### src/common/ddcr_defines.svh
`ifndef DDCR_DEFINES_SVH
`define DDCR_DEFINES_SVH

// Register offsets (byte addresses within the page)
`define DDCR_OFF_BYTE_LOW 4'hc
`define DDCR_OFF_BYTE_MID 4'hd
`define DDCR_OFF_BYTE_HIGH 4'he
`define DDCR_OFF_COMMAND 4'hf

// Command register bit positions
`define DDCR_CMD_SELECT 7
`define DDCR_CMD_LATCH 6
`define DDCR_CMD_GATE_OFF 5
`define DDCR_CMD_GATE_ON 4
`define DDCR_CMD_STOP 3
`define DDCR_CMD_RUN 2
`define DDCR_CMD_LOAD 1
`define DDCR_CMD_ZERO 0

// Reset values
`define DDCR_RST_BYTE 8'h00
`define DDCR_RST_CNT0 24'h000000
`define DDCR_RST_CNT1 16'h0000

// Revision code, arbitrary neutral value
`define DDCR_REVISION 8'h5a

`endif

### src/common/ddcr_pkg.sv
package ddcr_pkg;
	// Command operations decoded from one write
	typedef enum logic [2:0] {
		DDCR_OP_NONE,
		DDCR_OP_LATCH,
		DDCR_OP_GATE_OFF,
		DDCR_OP_GATE_ON,
		DDCR_OP_STOP,
		DDCR_OP_RUN,
		DDCR_OP_LOAD,
		DDCR_OP_ZERO
	} ddcr_op_e;
	// Register data byte
	typedef logic [7:0] ddcr_byte_t;
endpackage : ddcr_pkg

### src/logic/ddcr_in_sync.sv
`timescale 1ns/1ps
`include "ddcr_defines.svh"

// Two-flop synchroniser with rising-edge pulse
module ddcr_in_sync (
	// Clock and reset
	input wire logic mclk,
	input wire logic rst,
	// Asynchronous input
	input wire logic async_in,
	// Synchronised level and rising edge
	output logic level_r,
	output logic rise_r
);
	logic meta_r; // First stage, read only by second
	logic sync_r; // Second stage
	logic prev_r; // Delayed copy for edge detect

	// Synchroniser chain and edge detect
	always_ff @(posedge mclk) begin
		if (rst) begin
			meta_r <= 1'b0;
			sync_r <= 1'b0;
			prev_r <= 1'b0;
			level_r <= 1'b0;
			rise_r <= 1'b0;
		end else begin
			meta_r <= async_in;
			sync_r <= meta_r;
			prev_r <= sync_r;
			level_r <= sync_r;
			rise_r <= sync_r & ~prev_r;
		end
	end
endmodule : ddcr_in_sync

### src/logic/ddcr_top.sv
`timescale 1ns/1ps
`include "ddcr_defines.svh"
// Notes on behaviour
// - Low byte write fills holding only
// - Data reads return latched snapshot bytes
// - Middle byte is bits fifteen to eight
// - Counter 0 24 bits, counter 1 16
// - Counter 1 load ignores high byte
// - Bit 7 selects; one operation per write
// - Latch command snapshots selected counter
// - Counter 1 latch keeps high byte
// - Gate off command disables gating
// - Gate on: count only gate high
// - Stop command ignores input pulses
// - Run command decrements per pulse
// - Load command copies holding bytes
// - Zero command clears selected counter
// - Command offset reads revision code
module ddcr_top #(
	parameter int CNT0_W = 24,
	parameter int CNT1_W = 16
) (
	// Clock and reset
	input wire logic mclk,
	input wire logic rst,
	// Register port
	input wire logic [3:0] reg_addr,
	input wire logic [7:0] reg_wdata,
	input wire logic reg_wr,
	input wire logic reg_rd,
	output logic [7:0] reg_rdata_r,
	// Counter pulse inputs
	input wire logic count_pulse_first,
	input wire logic count_pulse_second,
	// Gate inputs
	input wire logic gate_input_first,
	input wire logic gate_input_second,
	// Counter values
	output logic [CNT0_W-1:0] count0_r,
	output logic [CNT1_W-1:0] count1_r
);

	////////////////////////////////////////////////////////////////
	// Declarations
	////////////////////////////////////////////////////////////////
	// Host-written and latched byte storage
	ddcr_pkg::ddcr_byte_t hold_low_r; // Holding bytes
	ddcr_pkg::ddcr_byte_t hold_mid_r;
	ddcr_pkg::ddcr_byte_t hold_high_r;
	ddcr_pkg::ddcr_byte_t snap_low_r; // Latched readback bytes
	ddcr_pkg::ddcr_byte_t snap_mid_r;
	ddcr_pkg::ddcr_byte_t snap_high_r;
	// Per-counter control state
	logic gate_en0_r; // Gating enabled per counter
	logic gate_en1_r;
	logic run0_r; // Counting enabled per counter
	logic run1_r;
	// Synchronised pin inputs
	logic pulse0_rise; // Synchronised pulse edges
	logic pulse1_rise;
	logic gate_input_first_lvl; // Synchronised gate levels
	logic gate_input_second_lvl;
	// Command decode results
	logic cmd_wr; // Command write this cycle
	logic counter_select; // Selected counter
	ddcr_pkg::ddcr_op_e op; // Decoded operation
	logic step0; // Decrement qualifiers
	logic step1;

	// One-hot decode of the low seven command bits
	function automatic ddcr_pkg::ddcr_op_e decode_op(input logic [6:0] b);
		ddcr_pkg::ddcr_op_e r;
		r = ddcr_pkg::DDCR_OP_NONE;
		// Zero or several bits set give no operation
		case (b)
			7'h40: r = ddcr_pkg::DDCR_OP_LATCH;
			7'h20: r = ddcr_pkg::DDCR_OP_GATE_OFF;
			7'h10: r = ddcr_pkg::DDCR_OP_GATE_ON;
			7'h08: r = ddcr_pkg::DDCR_OP_STOP;
			7'h04: r = ddcr_pkg::DDCR_OP_RUN;
			7'h02: r = ddcr_pkg::DDCR_OP_LOAD;
			7'h01: r = ddcr_pkg::DDCR_OP_ZERO;
			default: r = ddcr_pkg::DDCR_OP_NONE;
		endcase
		return r;
	endfunction : decode_op

	// Pulse edge qualified by run and gating state
	function automatic logic step_ok(input logic rise, input logic run,
		input logic gate_en, input logic gate_lvl);
		logic ok;
		ok = rise && run;
		if (gate_en && !gate_lvl) begin
			ok = 1'b0;
		end
		return ok;
	endfunction : step_ok

	////////////////////////////////////////////////////////////////
	// Input synchronisers
	////////////////////////////////////////////////////////////////
	// pulse synchronisers
	// Counter 0 pulse input
	ddcr_in_sync u_pulse0 (
		.mclk(mclk),
		.rst(rst),
		.async_in(count_pulse_first),
		.level_r(),
		.rise_r(pulse0_rise)
	);
	// Counter 1 pulse input
	ddcr_in_sync u_pulse1 (
		.mclk(mclk),
		.rst(rst),
		.async_in(count_pulse_second),
		.level_r(),
		.rise_r(pulse1_rise)
	);
	// gate synchronisers
	// Counter 0 gate input
	ddcr_in_sync u_gate_input_first (
		.mclk(mclk),
		.rst(rst),
		.async_in(gate_input_first),
		.level_r(gate_input_first_lvl),
		.rise_r()
	);
	// Counter 1 gate input
	ddcr_in_sync u_gate_input_second (
		.mclk(mclk),
		.rst(rst),
		.async_in(gate_input_second),
		.level_r(gate_input_second_lvl),
		.rise_r()
	);

	////////////////////////////////////////////////////////////////
	// Command decode
	////////////////////////////////////////////////////////////////
	// select and one-hot op
	always_comb begin
		cmd_wr = reg_wr && (reg_addr == `DDCR_OFF_COMMAND);
		counter_select = reg_wdata[`DDCR_CMD_SELECT];
		// Malformed commands decode to no operation
		op = cmd_wr ? decode_op(reg_wdata[6:0]) : ddcr_pkg::DDCR_OP_NONE;
	end

	always_comb begin
		step0 = step_ok(pulse0_rise, run0_r, gate_en0_r, gate_input_first_lvl);
		step1 = step_ok(pulse1_rise, run1_r, gate_en1_r, gate_input_second_lvl);
	end

	////////////////////////////////////////////////////////////////
	// Holding bytes
	////////////////////////////////////////////////////////////////
	// writes fill holding only
	always_ff @(posedge mclk) begin
		if (rst) begin
			// Holding bytes start at zero
			hold_low_r <= `DDCR_RST_BYTE;
			hold_mid_r <= `DDCR_RST_BYTE;
			hold_high_r <= `DDCR_RST_BYTE;
		end else if (reg_wr) begin
			// Counter values are untouched by these writes
			case (reg_addr)
				`DDCR_OFF_BYTE_LOW: hold_low_r <= reg_wdata;
				`DDCR_OFF_BYTE_MID: hold_mid_r <= reg_wdata;
				`DDCR_OFF_BYTE_HIGH: hold_high_r <= reg_wdata;
				// Other offsets leave the holding bytes alone
				default: ;
			endcase
		end
	end

	////////////////////////////////////////////////////////////////
	// Latched snapshot
	////////////////////////////////////////////////////////////////
	// latch selected counter
	always_ff @(posedge mclk) begin
		if (rst) begin
			// Snapshot reads zero until first latch
			snap_low_r <= `DDCR_RST_BYTE;
			snap_mid_r <= `DDCR_RST_BYTE;
			snap_high_r <= `DDCR_RST_BYTE;
		end else if (op == ddcr_pkg::DDCR_OP_LATCH) begin
			// Counter values from before this edge
			if (counter_select) begin
				snap_low_r <= count1_r[7:0];
				snap_mid_r <= count1_r[15:8];
			end else begin
				snap_low_r <= count0_r[7:0];
				snap_mid_r <= count0_r[15:8];
				snap_high_r <= count0_r[23:16];
			end
		end
	end

	////////////////////////////////////////////////////////////////
	// Gate and run enables
	////////////////////////////////////////////////////////////////
	// gate off, gate on
	always_ff @(posedge mclk) begin
		if (rst) begin
			// Gating off after reset
			gate_en0_r <= 1'b0;
			gate_en1_r <= 1'b0;
		end else if (op == ddcr_pkg::DDCR_OP_GATE_OFF) begin
			// Gate input ignored from the next cycle
			if (counter_select) gate_en1_r <= 1'b0;
			else gate_en0_r <= 1'b0;
		end else if (op == ddcr_pkg::DDCR_OP_GATE_ON) begin
			// Gate input qualifies pulses from now on
			if (counter_select) gate_en1_r <= 1'b1;
			else gate_en0_r <= 1'b1;
		end
	end

	always_ff @(posedge mclk) begin
		if (rst) begin
			// Counting stopped after reset
			run0_r <= 1'b0;
			run1_r <= 1'b0;
		end else if (op == ddcr_pkg::DDCR_OP_STOP) begin
			// Edges already in the synchroniser are dropped
			if (counter_select) run1_r <= 1'b0;
			else run0_r <= 1'b0;
		end else if (op == ddcr_pkg::DDCR_OP_RUN) begin
			// Next qualified edge decrements
			if (counter_select) run1_r <= 1'b1;
			else run0_r <= 1'b1;
		end
	end

	////////////////////////////////////////////////////////////////
	// Counters
	////////////////////////////////////////////////////////////////
	// Both counters share one priority: zero, load, step
	// counter 0, 24-bit down-counter
	always_ff @(posedge mclk) begin
		if (rst) begin
			// Counter 0 starts at zero
			count0_r <= `DDCR_RST_CNT0;
		end else if (!counter_select && op == ddcr_pkg::DDCR_OP_ZERO) begin
			count0_r <= `DDCR_RST_CNT0;
		end else if (!counter_select && op == ddcr_pkg::DDCR_OP_LOAD) begin
			count0_r <= {hold_high_r, hold_mid_r, hold_low_r};
		end else if (step0) begin
			// decrement on pulse
			// Wraps from zero to all ones
			count0_r <= count0_r - 24'h000001;
		end
	end

	always_ff @(posedge mclk) begin
		if (rst) begin
			// Counter 1 starts at zero
			count1_r <= `DDCR_RST_CNT1;
		end else if (counter_select && op == ddcr_pkg::DDCR_OP_ZERO) begin
			count1_r <= `DDCR_RST_CNT1;
		end else if (counter_select && op == ddcr_pkg::DDCR_OP_LOAD) begin
			count1_r <= {hold_mid_r, hold_low_r};
		end else if (step1) begin
			// decrement on pulse
			// Wraps from zero to all ones
			count1_r <= count1_r - 16'h0001;
		end
	end

	////////////////////////////////////////////////////////////////
	// Read data
	////////////////////////////////////////////////////////////////
	// snapshot readback, revision
	always_ff @(posedge mclk) begin
		if (rst) begin
			// Bus reads zero in reset
			reg_rdata_r <= 8'h00;
		end else if (reg_rd) begin
			case (reg_addr)
				`DDCR_OFF_BYTE_LOW: reg_rdata_r <= snap_low_r;
				`DDCR_OFF_BYTE_MID: reg_rdata_r <= snap_mid_r;
				`DDCR_OFF_BYTE_HIGH: reg_rdata_r <= snap_high_r;
				`DDCR_OFF_COMMAND: reg_rdata_r <= `DDCR_REVISION;
				// Unmapped offsets read as zero
				default: reg_rdata_r <= 8'h00;
			endcase
		end else begin
			// Data stands for one cycle only
			reg_rdata_r <= 8'h00;
		end
	end

endmodule : ddcr_top

### config.mk
export PLATFORM = sky130hd
export DESIGN_NAME = ddcr_top
export DESIGN_NICKNAME = d
export VERILOG_FILES = /design/src/common/ddcr_pkg.sv /design/src/logic/ddcr_in_sync.sv /design/src/logic/ddcr_top.sv
export VERILOG_INCLUDE_DIRS = /design/src /design/src/common
export SDC_FILE = /design/constraint.sdc
export NUM_CORES = 1
export LEC_CHECK = 0
export BUFFER_PORTS_ARGS = -buffer_cell sky130_fd_sc_hd__buf_2
export CAP_MARGIN = 25
export CORE_AREA = 2 2 138 140
export DETAILED_ROUTE_END_ITERATION = 16
export DIE_AREA = 0 0 140 142
export MAX_ROUTING_LAYER = met4
export PLACE_DENSITY_LB_ADDON = 0.05
export SLEW_MARGIN = 20
export SYNTH_ARGS = -nofsm -noshare
export SYNTH_HDL_FRONTEND = slang
export SYNTH_SLANG_ARGS = --single-unit
### constraint.sdc
create_clock -name mclk -period 1.85 [get_ports mclk]
set_input_delay 0 -clock mclk [delete_from_list [all_inputs] [get_ports mclk]]
set_output_delay 0 -clock mclk [all_outputs]
set_load 0.01 [all_outputs]
== After elaboration in Yosys (flattened, before gate mapping) ==
Cells that the tools add are included.
Storage, ports and cells
  bits in registers: 114
  latch bits: 0
  memory bits (writable): 0
  memory bits (read-only): 0
  memories: 0
Operators by class
  $add $sub $neg: 2
  multipliers: 0
  div/mod/pow operators: 0
  order comparisons: 0
  equal/unequal tests: 26
  shifts and indexed selects: 0
  muxes and demuxes: 23
  bitwise logic cells: 6
  reductions and logical operators: 27
Operator list (count)
  24-bit two-way mux: 2
  16-bit two-way mux: 2
  8-bit one-hot mux with 4 select lines: 1
  24-bit by 1-bit subtractor with 24-bit output (second input constant): 1
  3-bit one-hot mux with 7 select lines: 1
  4-bit equality test (second input constant): 4
  8-bit two-way mux: 2
  2-bit inequality test (second input constant): 8
  16-bit by 1-bit subtractor with 16-bit output (second input constant): 1
  1-bit two-way mux: 14
  3-bit equality test (second input constant): 4
  3-bit AND reduction: 4
  1-bit logical AND: 9
  2-bit AND reduction: 4
  2-bit nonzero test: 4
  7-bit by 1-bit equality test with 1-bit output (second input constant): 1
  7-bit by 2-bit equality test with 1-bit output (second input constant): 1
  7-bit by 3-bit equality test with 1-bit output (second input constant): 1
  7-bit by 4-bit equality test with 1-bit output (second input constant): 1
  7-bit by 5-bit equality test with 1-bit output (second input constant): 1
  7-bit by 6-bit equality test with 1-bit output (second input constant): 1
  7-bit equality test (second input constant): 1
  3-bit by 2-bit equality test with 1-bit output (second input constant): 2
  2-bit OR reduction: 3
  other kinds (5): 11

== Longest topological paths before layout ==
  depth after elaboration: 6
  gate-level depth with buffers: 9
  depth with buffers taken out: 7

== Hierarchy ==
From an unflattened synthesis, not the netlist that was laid out.
Unflattened totals
  cell total of the unflattened synthesis: 591
  area total of the unflattened synthesis: 5287.6 µm²
Modules (own cells, without submodules)
  ddcr_top: instances 1, cells an instance 559, area an instance 4842.1 µm², sequential area each 2001.9 µm²
  ddcr_in_sync: instances 4, cells an instance 8, area an instance 111.4 µm², sequential area each 80.1 µm²

== Least setup slack after synthesis ==
Ideal clock, no wire load.
  path type: register -> register
  from: reg count1_r[2]
  to: reg count1_r[14]
  library setup time: 0.145 ns
  arrival: 1.881 ns
  path slack: -0.176 ns
  stages on the path, launching flop included: 7
  path buffers: 0
  cells stage by stage: dfxtp_1 > or4_4 > nand2b_1 > or3_1 > nor3_2 > xnor2_1 > a211oi_2
Between the ends
  cells in the longest elaborated chain, start to end: 3
Ends and longest elaborated chain
  from (decl): line ddcr_top.sv:40  | output logic [CNT1_W-1:0] count1_r
  from (signal assigned): line ddcr_top.sv:257  | count1_r <= `DDCR_RST_CNT1;
  from (signal assigned): line ddcr_top.sv:259  | count1_r <= `DDCR_RST_CNT1;
  from (signal assigned): line ddcr_top.sv:261  | count1_r <= {hold_mid_r, hold_low_r};
  16-bit by 1-bit subtractor with 16-bit output: line ddcr_top.sv:265  | count1_r <= count1_r - 16'h0001;
  16-bit two-way mux: line ddcr_top.sv:262  | end else if (step1) begin
  16-bit two-way mux: line ddcr_top.sv:260  | end else if (counter_select && op == ddcr_pkg::DDCR_OP_LOAD) begin
Every way passes these cells. The select of a mux whose other input is x is not followed.
A chain may end at the register's enable or synchronous reset.

== Worst setup path in the final report ==
  from: reg count1_r[3]
  to: reg count1_r[14]
The elaborated chain is that of the path after synthesis.

==> impl_metrics.yaml <==
floorplan:
  io_pins: 68
  core_area_sq_um: 18500
  std_cell_rows: 50
  dieWidth_um: 140
  fp.dieH_um: 142
  start_util_pct: 29.3
  dieArea_sq_um: 19900
logic_synthesis:
  synth-edff-count: 0
  syn_area_sq_um: 5410
  synth_warnings: 0
  ys_types: 50
  synthCells: 571
  synth_fp_nets: 593
  post_synth.cell_area_avg_sq_um: 9.47
  async_reset_ff_share_pct: 0
  ys_ff_latch: 114
  synth.yosys.seq_area_share_pct: 42.2
  synth_flop_cell: "dfxtp_1"
drt:
  vias: 4508
  ant_nets: 0
  drc: 4
  wl_per_cell_um: 17.2
  dr.pass1.iters: 12
  dr.first_iter.drc_count: 239
  wirelength_mm: 16.3
  vias_per_cell: 4.78
sta:
  finalHoldViolCount: 0
  slew_viol_final: 0
  tightest_slew_ns: 0.512
  finalSetupViolCount: 2
  fin_crit_sh_pct: 102
  rsz0062_at_grt: "yes"
  post-route-min-period_ns: 1.90
  maxSlewHeadroom_pct: 65.4
  timing.final.ws_setup_ns: -0.0456
  finClkSkew_ns: 0.00869
  max_freq_ghz: 0.528
run:
  drv_cap: 0
critical_path:
  rr_startpoint: "count1_r[3]$_SDFFE_PP0P_"
  critPathMaxFanout: 4
  worst_ep_required_time_ns: 2.18
  worstSetupStartpoint: "count1_r[3]$_SDFFE_PP0P_"
  r2r_slack_ns: -0.05
  crit_type: "reg -> reg"
  crit_arrival_ns: 2.22
  setup.worst_path.start_class: "flop"
  crit_end: "count1_r[14]$_SDFFE_PP0P_"
  endpoint_kind: "flop"
  r2r_end: "count1_r[14]$_SDFFE_PP0P_"
  worst_r2r_path_depth: 6
cells_and_area:
  syn_to_final_growth_pct: 33.3
  num_antenna_cells: 0
  layout.nets: 718
  finish.utilization_pct: 39.1
  drive_gt1_share_pct: 33.0
power_and_ir_drop:
  peakVddDrop_uv: 596
  p_sw_w: 0.00129
  switching_share_pct: 20.9
  seqPwrFrac_pct: 40.2
  pwr-share-comb_pct: 4.2
  pwr-share-clk_pct: 55.6
  p_per_area_nw_per_um2: 858
  p_int_w: 0.00490
  p_leak_nw: 2.98
clock_tree:
  clk_pin_slew_worst_paths_ns: 0.06
  cts_buffers: 17
  htreeDepth: 4
  clock_latency_ns: 0.41
  clk_path_buf_depth: 2
  cts-root-buf: "clkbuf_16"
  numClockSinks: 114
  cts_tree: "yes"
placement:
  place_ws_ns: -0.0945
  portBuffers: 67
  hpwl_mm: 12.0
  gp_congestion: 0.788
global_route:
  grt_overflow: 0
  grtUsageTotal_pct: 17.5
  grt_pass1_wl_mm: 25.5
  grt_max_degree: 51
  antenna_found_initial: 0
  grt_pass1_vias: 4446
min_path:
  hp-class: "in -> reg"
run_status:
  violations: "design-rule violations, negative setup slack"
  status: "finished with violations"
-- routing by layer --
layer  global-route usage, %  share of wire (%)  vias up
li1                        -                  -     2251
met1                    22.8                 49     2149
met2                    26.8                 46       85
met3                    4.07                3.5       23
met4                    5.74                1.4        0
met5                       -                  0        -
-- sequential cells by signal (all words and copies together), names as in the netlist, 8 cells and up --
register	count
snap_mid_r	8
count1_r	16
hold_high_r	8
snap_high_r	8
snap_low_r	8
hold_mid_r	8
hold_low_r	8
reg_rdata_r	8
count0_r	24
-- placed cells by master (no fill, tap or decap), drive strengths merged, types with 14 or more instances in the layout --
master / count
dfxtp: 114
mux2: 14
clkbuf: 22
nor3: 19
a211oi: 31
buf: 135
o21ai: 16
nand2: 26
a21oi: 24
mux2i: 51
xnor2: 29
nor2b: 20
nor2: 105
-- cell type report --
cell class | count | area (sq um)
repair buffers | 139 | 998
fillers | 1858 | 11200
multi-input cells | 416 | 2990
clock buffers | 22 | 464
inverters | 8 | 30.0
flip-flops and latches | 114 | 2280
well taps | 234 | 293
clock inverters | 10 | 156
-- what timing repair did --
item | CTS | global route
cloned | 0 | 0
setup buffers | 1 | 1
hold endpoints to repair | 4 | 0
gates resized for setup | 1 | 10
hold buffers | 4 | 0
setup endpoints to repair | 4 | 18
pin swaps | 4 | 3
-- cells in the mapped netlist (2+ instances only) --
master / count / area, sq um
nand2_1: 26 / 97.6
ha_1: 2 / 25.0
a211oi_2: 27 / 338
or3_1: 5 / 31.3
o21ai_1: 11 / 55.1
buf_6: 7 / 78.8
xor2_1: 13 / 114
dfxtp_1: 114 / 2280
xnor2_1: 29 / 254
a211oi_1: 4 / 30.0
inv_1: 8 / 30.0
nor4_1: 11 / 68.8
o21ai_0: 5 / 25.0
a21oi_1: 24 / 120
nor3_1: 15 / 75.1
a21o_1: 2 / 15.0
nor2_1: 105 / 394
nor3b_1: 2 / 15.0
nand3_1: 13 / 65.1
or4_4: 2 / 22.5
nand2b_1: 3 / 18.8
buf_2: 8 / 40.0
nor2b_1: 20 / 125
nor4b_1: 5 / 43.8
nand3b_1: 5 / 37.5
mux2i_1: 51 / 510
mux2_2: 14 / 158
clkbuf_1: 16 / 60.1
nor3_2: 3 / 30.0
-- power by group through the flow --
| stage | Clock (W) | Sequential, W | Combinational [W] |
|---|---|---|---|
| global placement | 0 | 0.00254 | 0.000258 |
| global route | 0.00365 | 0.00249 | 0.000286 |
| detailed placement | 0 | 0.00254 | 0.000259 |
| floorplan | 0 | 0.00253 | 0.000150 |
| CTS | 0.00351 | 0.00249 | 0.000266 |
| finish | 0.00344 | 0.00249 | 0.000262 |
-- cell families (layout without fill, tap and decap cells) --
family | count (synthesis) | in the layout | synth area share, %
buf+inv | 41 | 179 | 4.07
compound gates | 78 | 78 | 12.2
fa+ha+maj | 2 | 2 | 0.462
flops | 114 | 114 | 42.2
simple gates | 229 | 229 | 22.0
mux | 65 | 65 | 12.3
xor+xnor | 42 | 42 | 6.80
-- metrics by stage --
step                      instance area (sq um)  std cells  hold WS, ns  power [W]  TNS [ns]
after global routing                       7210        943       0.0283    0.00642    -0.366
after detailed placement                   6480        905        0.216    0.00280     -2.18
after floorplan                            5430        571       0.0791    0.00268    -0.225
final                                      7210        943       0.0206    0.00619   -0.0543
after CTS                                  7150        942       0.0124    0.00626   -0.0540
after global placement                     6480        905        0.211    0.00280     -1.02
-- worst max-delay path, stage by stage, from the launching register on --
cell,delay (ns)
dfxtp_2,0.32
or4_4,0.55
nand2b_4,0.17
or3_4,0.34
nor3_2,0.13
xnor2_1,0.10
a211oi_2,0.21
-- worst min path at each step --
| stage | slack (ns) | start | endpoint | depth (start not counted) |
|---|---|---|---|---|
| 3_3_place_gp | 0.21 | count_pulse_second | u_pulse1.meta_r$_SDFF_PP0_ | 2 |
| 6_report | 0.02 | reg_wdata[1] | hold_high_r[1]$_SDFFE_PP0P_ | 4 |
| 3_5_place_dp | 0.22 | gate_input_second | u_gate_input_second.meta_r$_SDFF_PP0_ | 2 |
| 4_1_cts | 0.01 | reg_wdata[1] | hold_high_r[1]$_SDFFE_PP0P_ | 4 |
| 2_1_floorplan | 0.08 | rst | u_pulse0.prev_r$_SDFF_PP0_ | 1 |
| 5_1_grt | 0.03 | rst | u_gate_input_first.meta_r$_SDFF_PP0_ | 2 |
Note: power is estimated with default switching activity, not from simulation.
